`src/pkg/aksp_pkg.sv`:
```
// Package of constants for the keyboard strobe receiver and its register bank.
// Function
// [RULE_01] The keyboard drives an 8-bit character code in which bit 6 comes in two versions.
// [RULE_02] Data lines may change freely outside the strobe-valid interval.
// [RULE_03] The receiver ignores data unless the strobe is asserted and accepts a character only then.
// [RULE_04] The keyboard holds its strobe as a level for as long as the code is valid.
// [RULE_05] A polarity strap inverts data and strobe together, and the receiver decodes that polarity.
// [RULE_06] The receiver uses one of the two bit 6 forms, chosen by a case-lock switch.
// [RULE_07] Parity checking is optional and uses the sense chosen by the parity select.
// [RULE_08] A receiver wanting an edge strobe derives one pulse, about 1 ms wide, from the level.
// [RULE_09] The repeat, break and answerback keys give no code and are bare contacts.
// [RULE_10] The receiver latches the code exactly once per strobe assertion, on its leading edge.
package aksp_pkg;
  localparam int unsigned AKSP_CLK_HZ = 10_000_000;
  localparam int unsigned AKSP_PULSE_US = 1000;
  localparam int unsigned AKSP_PULSE_CYC = AKSP_CLK_HZ / 1_000_000 * AKSP_PULSE_US;
  // Register word offsets (byte addresses).
  localparam logic [3:0] AKSP_REG_CTRL = 4'h0;
  localparam logic [3:0] AKSP_REG_DATA = 4'h4;
  localparam logic [3:0] AKSP_REG_STAT = 4'h8;
  // Control fields.
  localparam int unsigned AKSP_CTRL_NEG = 0;
  localparam int unsigned AKSP_CTRL_LOCK = 1;
  localparam int unsigned AKSP_CTRL_PAREN = 2;
  localparam int unsigned AKSP_CTRL_PARODD = 3;
  localparam logic [3:0] AKSP_CTRL_RST = 4'h0;
  // Status fields.
  localparam int unsigned AKSP_STAT_AVAIL = 0;
  localparam int unsigned AKSP_STAT_OVR = 1;
  localparam int unsigned AKSP_STAT_PERR = 2;
  localparam int unsigned AKSP_STAT_STB = 3;
  localparam int unsigned AKSP_STAT_PULSE = 4;
endpackage

```
`src/design/aksp_receiver.sv`:
```
// Host-side receiver for a level-strobed parallel keyboard, with a Wishbone register bank.
`timescale 1ns/1ps
`default_nettype none
module aksp_receiver #(
  parameter int unsigned PULSE_CYC = aksp_pkg::AKSP_PULSE_CYC
) (
  // Clock and reset.
  input wire logic ref_clk_in,
  input wire logic srst_in,
  // Wishbone slave.
  input wire logic wb_cyc_in,
  input wire logic wb_stb_in,
  input wire logic wb_we_in,
  input wire logic [3:0] wb_adr_in,
  input wire logic [3:0] wb_sel_in,
  input wire logic [31:0] wb_dat_in,
  output logic [31:0] wb_dat_out,
  output logic wb_ack_out,
  // Keyboard pins.
  input wire logic [7:0] kbd_data_in,
  input wire logic bit6_mixed_case_in,
  input wire logic bit6_upper_only_in,
  input wire logic kbd_parity_in,
  input wire logic kbd_strobe_in,
  // Strap driven toward the keyboard.
  output logic kbd_invert_out,
  // Derived edge strobe.
  output logic key_pulse_out
);
  initial begin
    if (PULSE_CYC < 1 || PULSE_CYC > 65535) begin
      $error("PULSE_CYC out of range");
    end
  end

  // ****************************************
  // Pin synchronisers
  // ****************************************
  logic [10:0] s1_q, s2_q, s1_d, s2_d;
  always_comb begin
    s1_d = {kbd_strobe_in, kbd_parity_in, bit6_upper_only_in, bit6_mixed_case_in,
            kbd_data_in[7], kbd_data_in[5:0]};
    s2_d = s1_q;
  end
  always_ff @(posedge ref_clk_in) begin
    s1_q <= s1_d;
    s2_q <= s2_d;
  end

  // ****************************************
  // Registers and capture
  // ****************************************
  logic [3:0] ctrl_q, ctrl_d;
  logic [7:0] code_q, code_d;
  logic avail_q, avail_d, ovr_q, ovr_d, perr_q, perr_d, stb_prev_q, stb_prev_d;
  logic ack_q, ack_d;
  logic [31:0] rdat_q, rdat_d;
  logic [15:0] pcnt_q, pcnt_d;
  logic pulse_q, pulse_d;
  logic [10:0] pins;
  logic stb_now, rise, rd_data, wr_ctrl, b6;
  logic [7:0] code_new;

  always_comb begin
    // Both data and strobe are inverted when the negative-logic strap is set.
    pins = s2_q ^ {11{ctrl_q[aksp_pkg::AKSP_CTRL_NEG]}}; // see [RULE_05]
    stb_now = pins[10]; // see [RULE_04]
    rise = stb_now && !stb_prev_q; // see [RULE_10]
    b6 = ctrl_q[aksp_pkg::AKSP_CTRL_LOCK] ? pins[8] : pins[7]; // see [RULE_06]
    code_new = {pins[6], b6, pins[5:0]}; // see [RULE_01]
    wr_ctrl = wb_cyc_in && wb_stb_in && !ack_q && wb_we_in
              && wb_adr_in == aksp_pkg::AKSP_REG_CTRL && wb_sel_in[0];
    rd_data = wb_cyc_in && wb_stb_in && !ack_q && !wb_we_in
              && wb_adr_in == aksp_pkg::AKSP_REG_DATA;
    stb_prev_d = stb_now;
    ctrl_d = wr_ctrl ? wb_dat_in[3:0] : ctrl_q;
    code_d = code_q;
    avail_d = avail_q;
    ovr_d = ovr_q;
    perr_d = perr_q;
    // Reading data clears flags; a capture in the same cycle wins.
    if (rd_data) begin
      avail_d = 1'b0;
      ovr_d = 1'b0;
      perr_d = 1'b0;
    end
    // Data is only looked at on the strobe's leading edge, so wander between keys is harmless.
    if (rise) begin // see [RULE_03] see [RULE_02]
      code_d = code_new;
      avail_d = 1'b1;
      ovr_d = avail_q && !rd_data;
      perr_d = ctrl_q[aksp_pkg::AKSP_CTRL_PAREN]
               && ((^code_new ^ pins[9]) != ctrl_q[aksp_pkg::AKSP_CTRL_PARODD]); // see [RULE_07]
    end
    pcnt_d = pcnt_q;
    pulse_d = pulse_q;
    if (rise) begin // see [RULE_08]
      pcnt_d = 16'(PULSE_CYC - 1);
      pulse_d = 1'b1;
    end else if (pcnt_q != 16'h0000) begin
      pcnt_d = pcnt_q - 16'h0001;
    end else begin
      pulse_d = 1'b0;
    end
    ack_d = wb_cyc_in && wb_stb_in && !ack_q;
    rdat_d = 32'h0000_0000;
    unique case (wb_adr_in)
      aksp_pkg::AKSP_REG_CTRL: rdat_d[3:0] = ctrl_q;
      aksp_pkg::AKSP_REG_DATA: rdat_d[7:0] = code_q;
      aksp_pkg::AKSP_REG_STAT: rdat_d[4:0] = {pulse_q, stb_now, perr_q, ovr_q, avail_q};
      default: rdat_d = 32'h0000_0000;
    endcase
  end

  always_ff @(posedge ref_clk_in) begin
    if (srst_in) begin
      ctrl_q <= aksp_pkg::AKSP_CTRL_RST;
      code_q <= 8'h00;
      avail_q <= 1'b0;
      ovr_q <= 1'b0;
      perr_q <= 1'b0;
      stb_prev_q <= 1'b1;
      ack_q <= 1'b0;
      rdat_q <= 32'h0000_0000;
      pcnt_q <= 16'h0000;
      pulse_q <= 1'b0;
    end else begin
      ctrl_q <= ctrl_d;
      code_q <= code_d;
      avail_q <= avail_d;
      ovr_q <= ovr_d;
      perr_q <= perr_d;
      stb_prev_q <= stb_prev_d;
      ack_q <= ack_d;
      rdat_q <= rdat_d;
      pcnt_q <= pcnt_d;
      pulse_q <= pulse_d;
    end
  end

  always_comb begin
    wb_ack_out = ack_q;
    wb_dat_out = rdat_q;
    kbd_invert_out = ctrl_q[aksp_pkg::AKSP_CTRL_NEG];
    key_pulse_out = pulse_q;
  end

  // ****************************************
  // Checks
  // ****************************************
  AST_CAPTURE_ON_EDGE: assert property (@(posedge ref_clk_in) disable iff (srst_in)
    rise |=> avail_q && code_q == $past(code_new)) // see [RULE_10]
    else $error("code not captured on strobe edge");
  AST_NO_CAPTURE_WITHOUT_EDGE: assert property (@(posedge ref_clk_in) disable iff (srst_in)
    !rise |=> code_q == $past(code_q)) // see [RULE_03]
    else $error("code changed without strobe edge");
  AST_PULSE_START: assert property (@(posedge ref_clk_in) disable iff (srst_in)
    rise |=> pulse_q) // see [RULE_08]
    else $error("pulse did not start");
  AST_INVERT_FOLLOWS: assert property (@(posedge ref_clk_in) disable iff (srst_in)
    kbd_invert_out == ctrl_q[aksp_pkg::AKSP_CTRL_NEG]) // see [RULE_05]
    else $error("invert strap mismatch");
  AST_CASE_SELECT: assert property (@(posedge ref_clk_in) disable iff (srst_in)
    rise && ctrl_q[aksp_pkg::AKSP_CTRL_LOCK] |=> code_q[6] == $past(pins[8])) // see [RULE_06]
    else $error("case lock not applied");
  AST_NO_PERR_OFF: assert property (@(posedge ref_clk_in) disable iff (srst_in)
    rise && !ctrl_q[aksp_pkg::AKSP_CTRL_PAREN] |=> !perr_q) // see [RULE_07]
    else $error("parity error while disabled");
  AST_ACK_ONE: assert property (@(posedge ref_clk_in) disable iff (srst_in)
    wb_ack_out |=> !wb_ack_out)
    else $error("ack held two cycles");
  AST_ACK_TIMING: assert property (@(posedge ref_clk_in) disable iff (srst_in)
    wb_cyc_in && wb_stb_in && !wb_ack_out |=> wb_ack_out)
    else $error("ack late");

  // ****************************************
  // Flag, pulse and register checks
  // ****************************************
  // A second key before software reads the first must be reported, because
  // the first code is overwritten and would otherwise vanish silently.
  AST_OVR_ON_SECOND: assert property (@(posedge ref_clk_in) disable iff (srst_in)
    rise && avail_q && !rd_data |=> ovr_q) // see [RULE_10]
    else $error("overrun not flagged");
  AST_READ_CLEARS: assert property (@(posedge ref_clk_in) disable iff (srst_in)
    rd_data && !rise |=> !avail_q && !ovr_q && !perr_q)
    else $error("data read did not clear flags");
  AST_CAPTURE_WINS: assert property (@(posedge ref_clk_in) disable iff (srst_in)
    rd_data && rise |=> avail_q && !ovr_q) // see [RULE_10]
    else $error("capture lost to read");
  AST_NO_EDGE_WHEN_LOW: assert property (@(posedge ref_clk_in) disable iff (srst_in)
    !stb_now |-> !rise) // see [RULE_03]
    else $error("edge seen while strobe low");
  AST_PULSE_HOLD: assert property (@(posedge ref_clk_in) disable iff (srst_in)
    pulse_q && pcnt_q != 16'h0000 |=> pulse_q) // see [RULE_08]
    else $error("pulse ended early");
  AST_PULSE_END: assert property (@(posedge ref_clk_in) disable iff (srst_in)
    pulse_q && pcnt_q == 16'h0000 && !rise |=> !pulse_q) // see [RULE_08]
    else $error("pulse ran too long");
  AST_NO_PULSE_START: assert property (@(posedge ref_clk_in) disable iff (srst_in)
    !pulse_q && !rise |=> !pulse_q) // see [RULE_08]
    else $error("pulse without strobe edge");
  AST_CASE_MIXED: assert property (@(posedge ref_clk_in) disable iff (srst_in)
    rise && !ctrl_q[aksp_pkg::AKSP_CTRL_LOCK] |=> code_q[6] == $past(pins[7])) // see [RULE_06]
    else $error("mixed case bit not used");
  AST_PERR_CLEAN: assert property (@(posedge ref_clk_in) disable iff (srst_in)
    rise && ((^code_new ^ pins[9]) == ctrl_q[aksp_pkg::AKSP_CTRL_PARODD]) |=> !perr_q) // see [RULE_07]
    else $error("parity error on good parity");
  AST_CTRL_WRITE: assert property (@(posedge ref_clk_in) disable iff (srst_in)
    wr_ctrl |=> ctrl_q == $past(wb_dat_in[3:0])) // see [RULE_05]
    else $error("control write lost");
  AST_DATA_READ: assert property (@(posedge ref_clk_in) disable iff (srst_in)
    rd_data |=> wb_dat_out[7:0] == $past(code_q)) // see [RULE_01]
    else $error("data read returned wrong code");
endmodule
`default_nettype wire

```
`config.mk`:
```
export PLATFORM = sky130hd
export DESIGN_NAME = aksp_receiver
export DESIGN_NICKNAME = d
export VERILOG_FILES = /design/src/pkg/aksp_pkg.sv /design/src/design/aksp_receiver.sv
export SDC_FILE = /design/constraint.sdc
export NUM_CORES = 1
export LEC_CHECK = 0
export ABC_CLOCK_PERIOD_IN_PS = 2300
export BUFFER_PORTS_ARGS = -buffer_cell sky130_fd_sc_hd__buf_2
export CAP_MARGIN = 20
export CORE_ASPECT_RATIO = 1.25
export CORE_UTILIZATION = 49
export CTS_CLUSTER_DIAMETER = 150
export DETAILED_ROUTE_END_ITERATION = 7
export GPL_ROUTABILITY_DRIVEN = 0
export PLACE_DENSITY = 0.78
export SETUP_SLACK_MARGIN = 0.3
export SKIP_CTS_REPAIR_TIMING = 1
export SYNTH_ARGS = -nofsm -noshare
export SYNTH_HDL_FRONTEND = slang
export SYNTH_SLANG_ARGS = --single-unit
```
`constraint.sdc`:
```
create_clock -name ref_clk_in -period 2.3 [get_ports ref_clk_in]
set_input_delay 0.575 -clock ref_clk_in [delete_from_list [all_inputs] [get_ports ref_clk_in]]
set_output_delay 0.575 -clock ref_clk_in [all_outputs]
set_load 0.01 [all_outputs]
```
==> impl_metrics.json <==
{
  "status": "finished clean",
  "count_of_yosys_warnings_during_synthesis": 0,
  "r2r-start": "pcnt_q[0]",
  "achievable-frequency_mhz": 546.3,
  "input_output_buffers": 35,
  "drtPass1Iterations": 4,
  "floorplan.rows": 29,
  "grt_max_degree": 22,
  "timing.clock.skew_ps": 4.697,
  "design.portCount": 92,
  "clk_transition_reported_paths_ps": 70,
  "stdcell_area_mm2": 0.002943,
  "synth.top_cells.by_area": "dfxtp_1 (49%), buf_4 (6.9%), xnor2_1 (5.7%), nor2_1 (4.3%), mux2i_1 (3.8%)",
  "ratio_of_final_minimum_period_to_clock_period": 0.7959,
  "setup_total_negative_slack_ps": 0,
  "seq_area_frac_synth": 0.4900,
  "drive_above_1_share": 0.2222,
  "hold_path.startpoint": "s1_q[1]",
  "critical_path_startpoint_category": "register",
  "initial_core_util": 0.5111,
  "grt.total_usage": 0.1736,
  "timing.critical_path.to_type": "register",
  "synth.lib_cells_used.distinct": 54,
  "synth_enable_flop_cells": 0,
  "postSynth.asyncResetShare": 0,
  "timing.final.setup_violations": 0,
  "final_cell_count_no_fill": 368,
  "hpwl_dp_um": 3230,
  "clock_insertion_delay_worst_skew_ps": 340,
  "drv_slew": 0,
  "detail-route-antenna-nets": 0,
  "cts.path.max_buffers": 2,
  "drt_drc_violations_left": 0,
  "grt_antenna_before_repair": 0,
  "slew-limit-headroom": 0.6515,
  "clkSinkCount": 64,
  "placed_cell_area_mm2": 0.002751,
  "r2r-end": "pcnt_q[9]",
  "timing.critical_path.cells": "inv_1 -> ha_1 -> or3b_2 -> nor4_4 -> or4b_1 -> a31oi_1",
  "reg2reg_depth": 6,
  "synthToLayoutAreaGrowth_pct": 12.54,
  "critPathSlowestCell": "or3b_2",
  "dr_total_vias": 1839,
  "final_net_count": 359,
  "worstSetupStartpoint": "pcnt_q[0]",
  "data_arrival_time_of_the_critical_path_ps": 2050,
  "die-area_mm2": 0.005635,
  "maxCapViolCount": 0,
  "synth_cells": 260,
  "cts.root.buffer_cell": "clkbuf_8",
  "h_tree_lvl_count": 3,
  "critical_path.max_stage_delay_ps": 560,
  "critical_path_class": "reg -> reg",
  "first_global_vias": 1641,
  "clock_tree_from_tritoncts": "built",
  "crit_required_ps": 2520,
  "min_path_type": "reg -> reg",
  "worst-r2r-setup-slack_ps": 470,
  "synth.cell_area_mm2": 0.002615,
  "yosys_most_used_dff": "dfxtp_1",
  "core-area_mm2": 0.005116,
  "synth_top_cell_by_area": "dfxtp_1",
  "detail_route.vias_per_cell": 4.997,
  "grt_setup_unrepaired": "no",
  "ir_drop_mv": 0.5949,
  "synth-seq-cells": 64,
  "crit_path_max_fanout": 6,
  "post-layout-total-power_uw": 3338,
  "timing_hold_violations_final": 0,
  "antenna_cells": 0,
  "wl_per_cell_um": 11.93,
  "timing_worst_slew_pin_value_ps": 518.0,
  "die_height_um": 83.68,
  "yosysMostFrequentCell": "dfxtp_1",
  "grt_pass1_wl_um": 7162,
  "detail_route.iter0.violations": 68,
  "period_needed_ps": 1831,
  "synth.top_cell.area_share": 0.4900,
  "tritoncts.num_buffers": 9,
  "netlist_top_cells_count": "dfxtp_1 (64), nor2_1 (30), buf_4 (24)",
  "power_leakage_uw": 0.001245,
  "dieWidth_um": 67.34,
  "routed_wl_um": 4392,
  "numPlacedInstances": 352,
  "setup.worst_path.end": "pcnt_q[9]",
  "syn_avg_cell_area_um2": 10.06,
  "overflow": 0,
  "power.density_mw_per_mm2": 1134
}
[layer usage]
layer | wire, um | global-route usage | part of all wire
met1 | 1913 | 0.1947 | 0.44
met2 | 2186 | 0.2809 | 0.50
met3 | 170 | 0.04235 | 0.039
met4 | 122 | 0.1161 | 0.028
met5 | 0 | 0 | 0
[critical path: cells and delay by family, from the launching register on]
kind                       cells  cell delay [ps]
DFF                            1              340
and+or+nand+nor                3             1050
buffers and inverters          1               60
adders and majority gates      1              180
AOI/OAI and AO/OA              1               70
[stage by stage]
step           worst slack, ps  hold WS [ps]  utilization
6_report                 469.4         328.1       0.5752
5_1_grt                  338.1         307.5       0.5752
4_1_cts                  388.4         311.3       0.5735
3_5_place_dp             452.2         312.1       0.5378
3_3_place_gp             477.2         309.8       0.5378
2_1_floorplan            541.9         309.6            -
[kinds of logic after synthesis]
logic type      after synthesis  share of synthesized area
buf+inv                      36                    0.09473
xor+xnor                     19                    0.06890
flops                        64                     0.4900
other cells                   1                   0.001434
fa+ha+maj                     1                   0.004784
compound gates               47                     0.1172
mux                          10                    0.03828
simple gates                 82                     0.1847
[worst min-delay path by stage]
stage	to	slack, ps	depth (start not counted)
after floorplan	s2_q[0]	310	0
after global placement	s2_q[3]	310	0
after detailed placement	s2_q[1]	310	0
after CTS	s1_q[6]	310	1
after global routing	s1_q[6]	310	1
final	s2_q[1]	330	0
[layout make-up]
class | instances | area [um^2]
Multi-Input combinational cell | 183 | 1181
Tap cell | 62 | 77.57
Fill cell | 461 | 2173
Inverter | 4 | 15.01
Sequential cell | 64 | 1281
Clock inverter | 6 | 45.04
Clock buffer | 10 | 137.6
Timing Repair Buffer | 39 | 205.2
[cells in the final DEF, fill, tap and decap left out, types with 2 or more instances in the layout]
master / count
or3_1: 4
xnor2_1: 17
buf_4: 4
nor2b_1: 4
o21ai_0: 4
o31ai_1: 3
inv_1: 4
dfxtp_1: 64
buf_2: 35
a211oi_1: 8
and2_1: 4
nor3_1: 3
nor4_4: 2
clkbuf_8: 10
clkinv_4: 2
or4_4: 2
nand2_1: 11
mux2i_1: 10
a21oi_1: 17
a31oi_1: 4
clkinvlp_4: 3
nor2_1: 30
o41ai_1: 2
or4_1: 2
nand3_1: 3
conb_1: 24
[report_power, final]
part	switching, uW	internal, uW
Combinational	570	464
Clock	439	421
Sequential	184	1260
[state kept, by name, summed over array words and instances (netlist names), 4 cells and up]
signal,flops
s1_q,11
ctrl_q,4
s2_q,11
wb_dat_out,8
pcnt_q,16
code_q,8
Note: power is estimated with default switching activity, not from simulation.
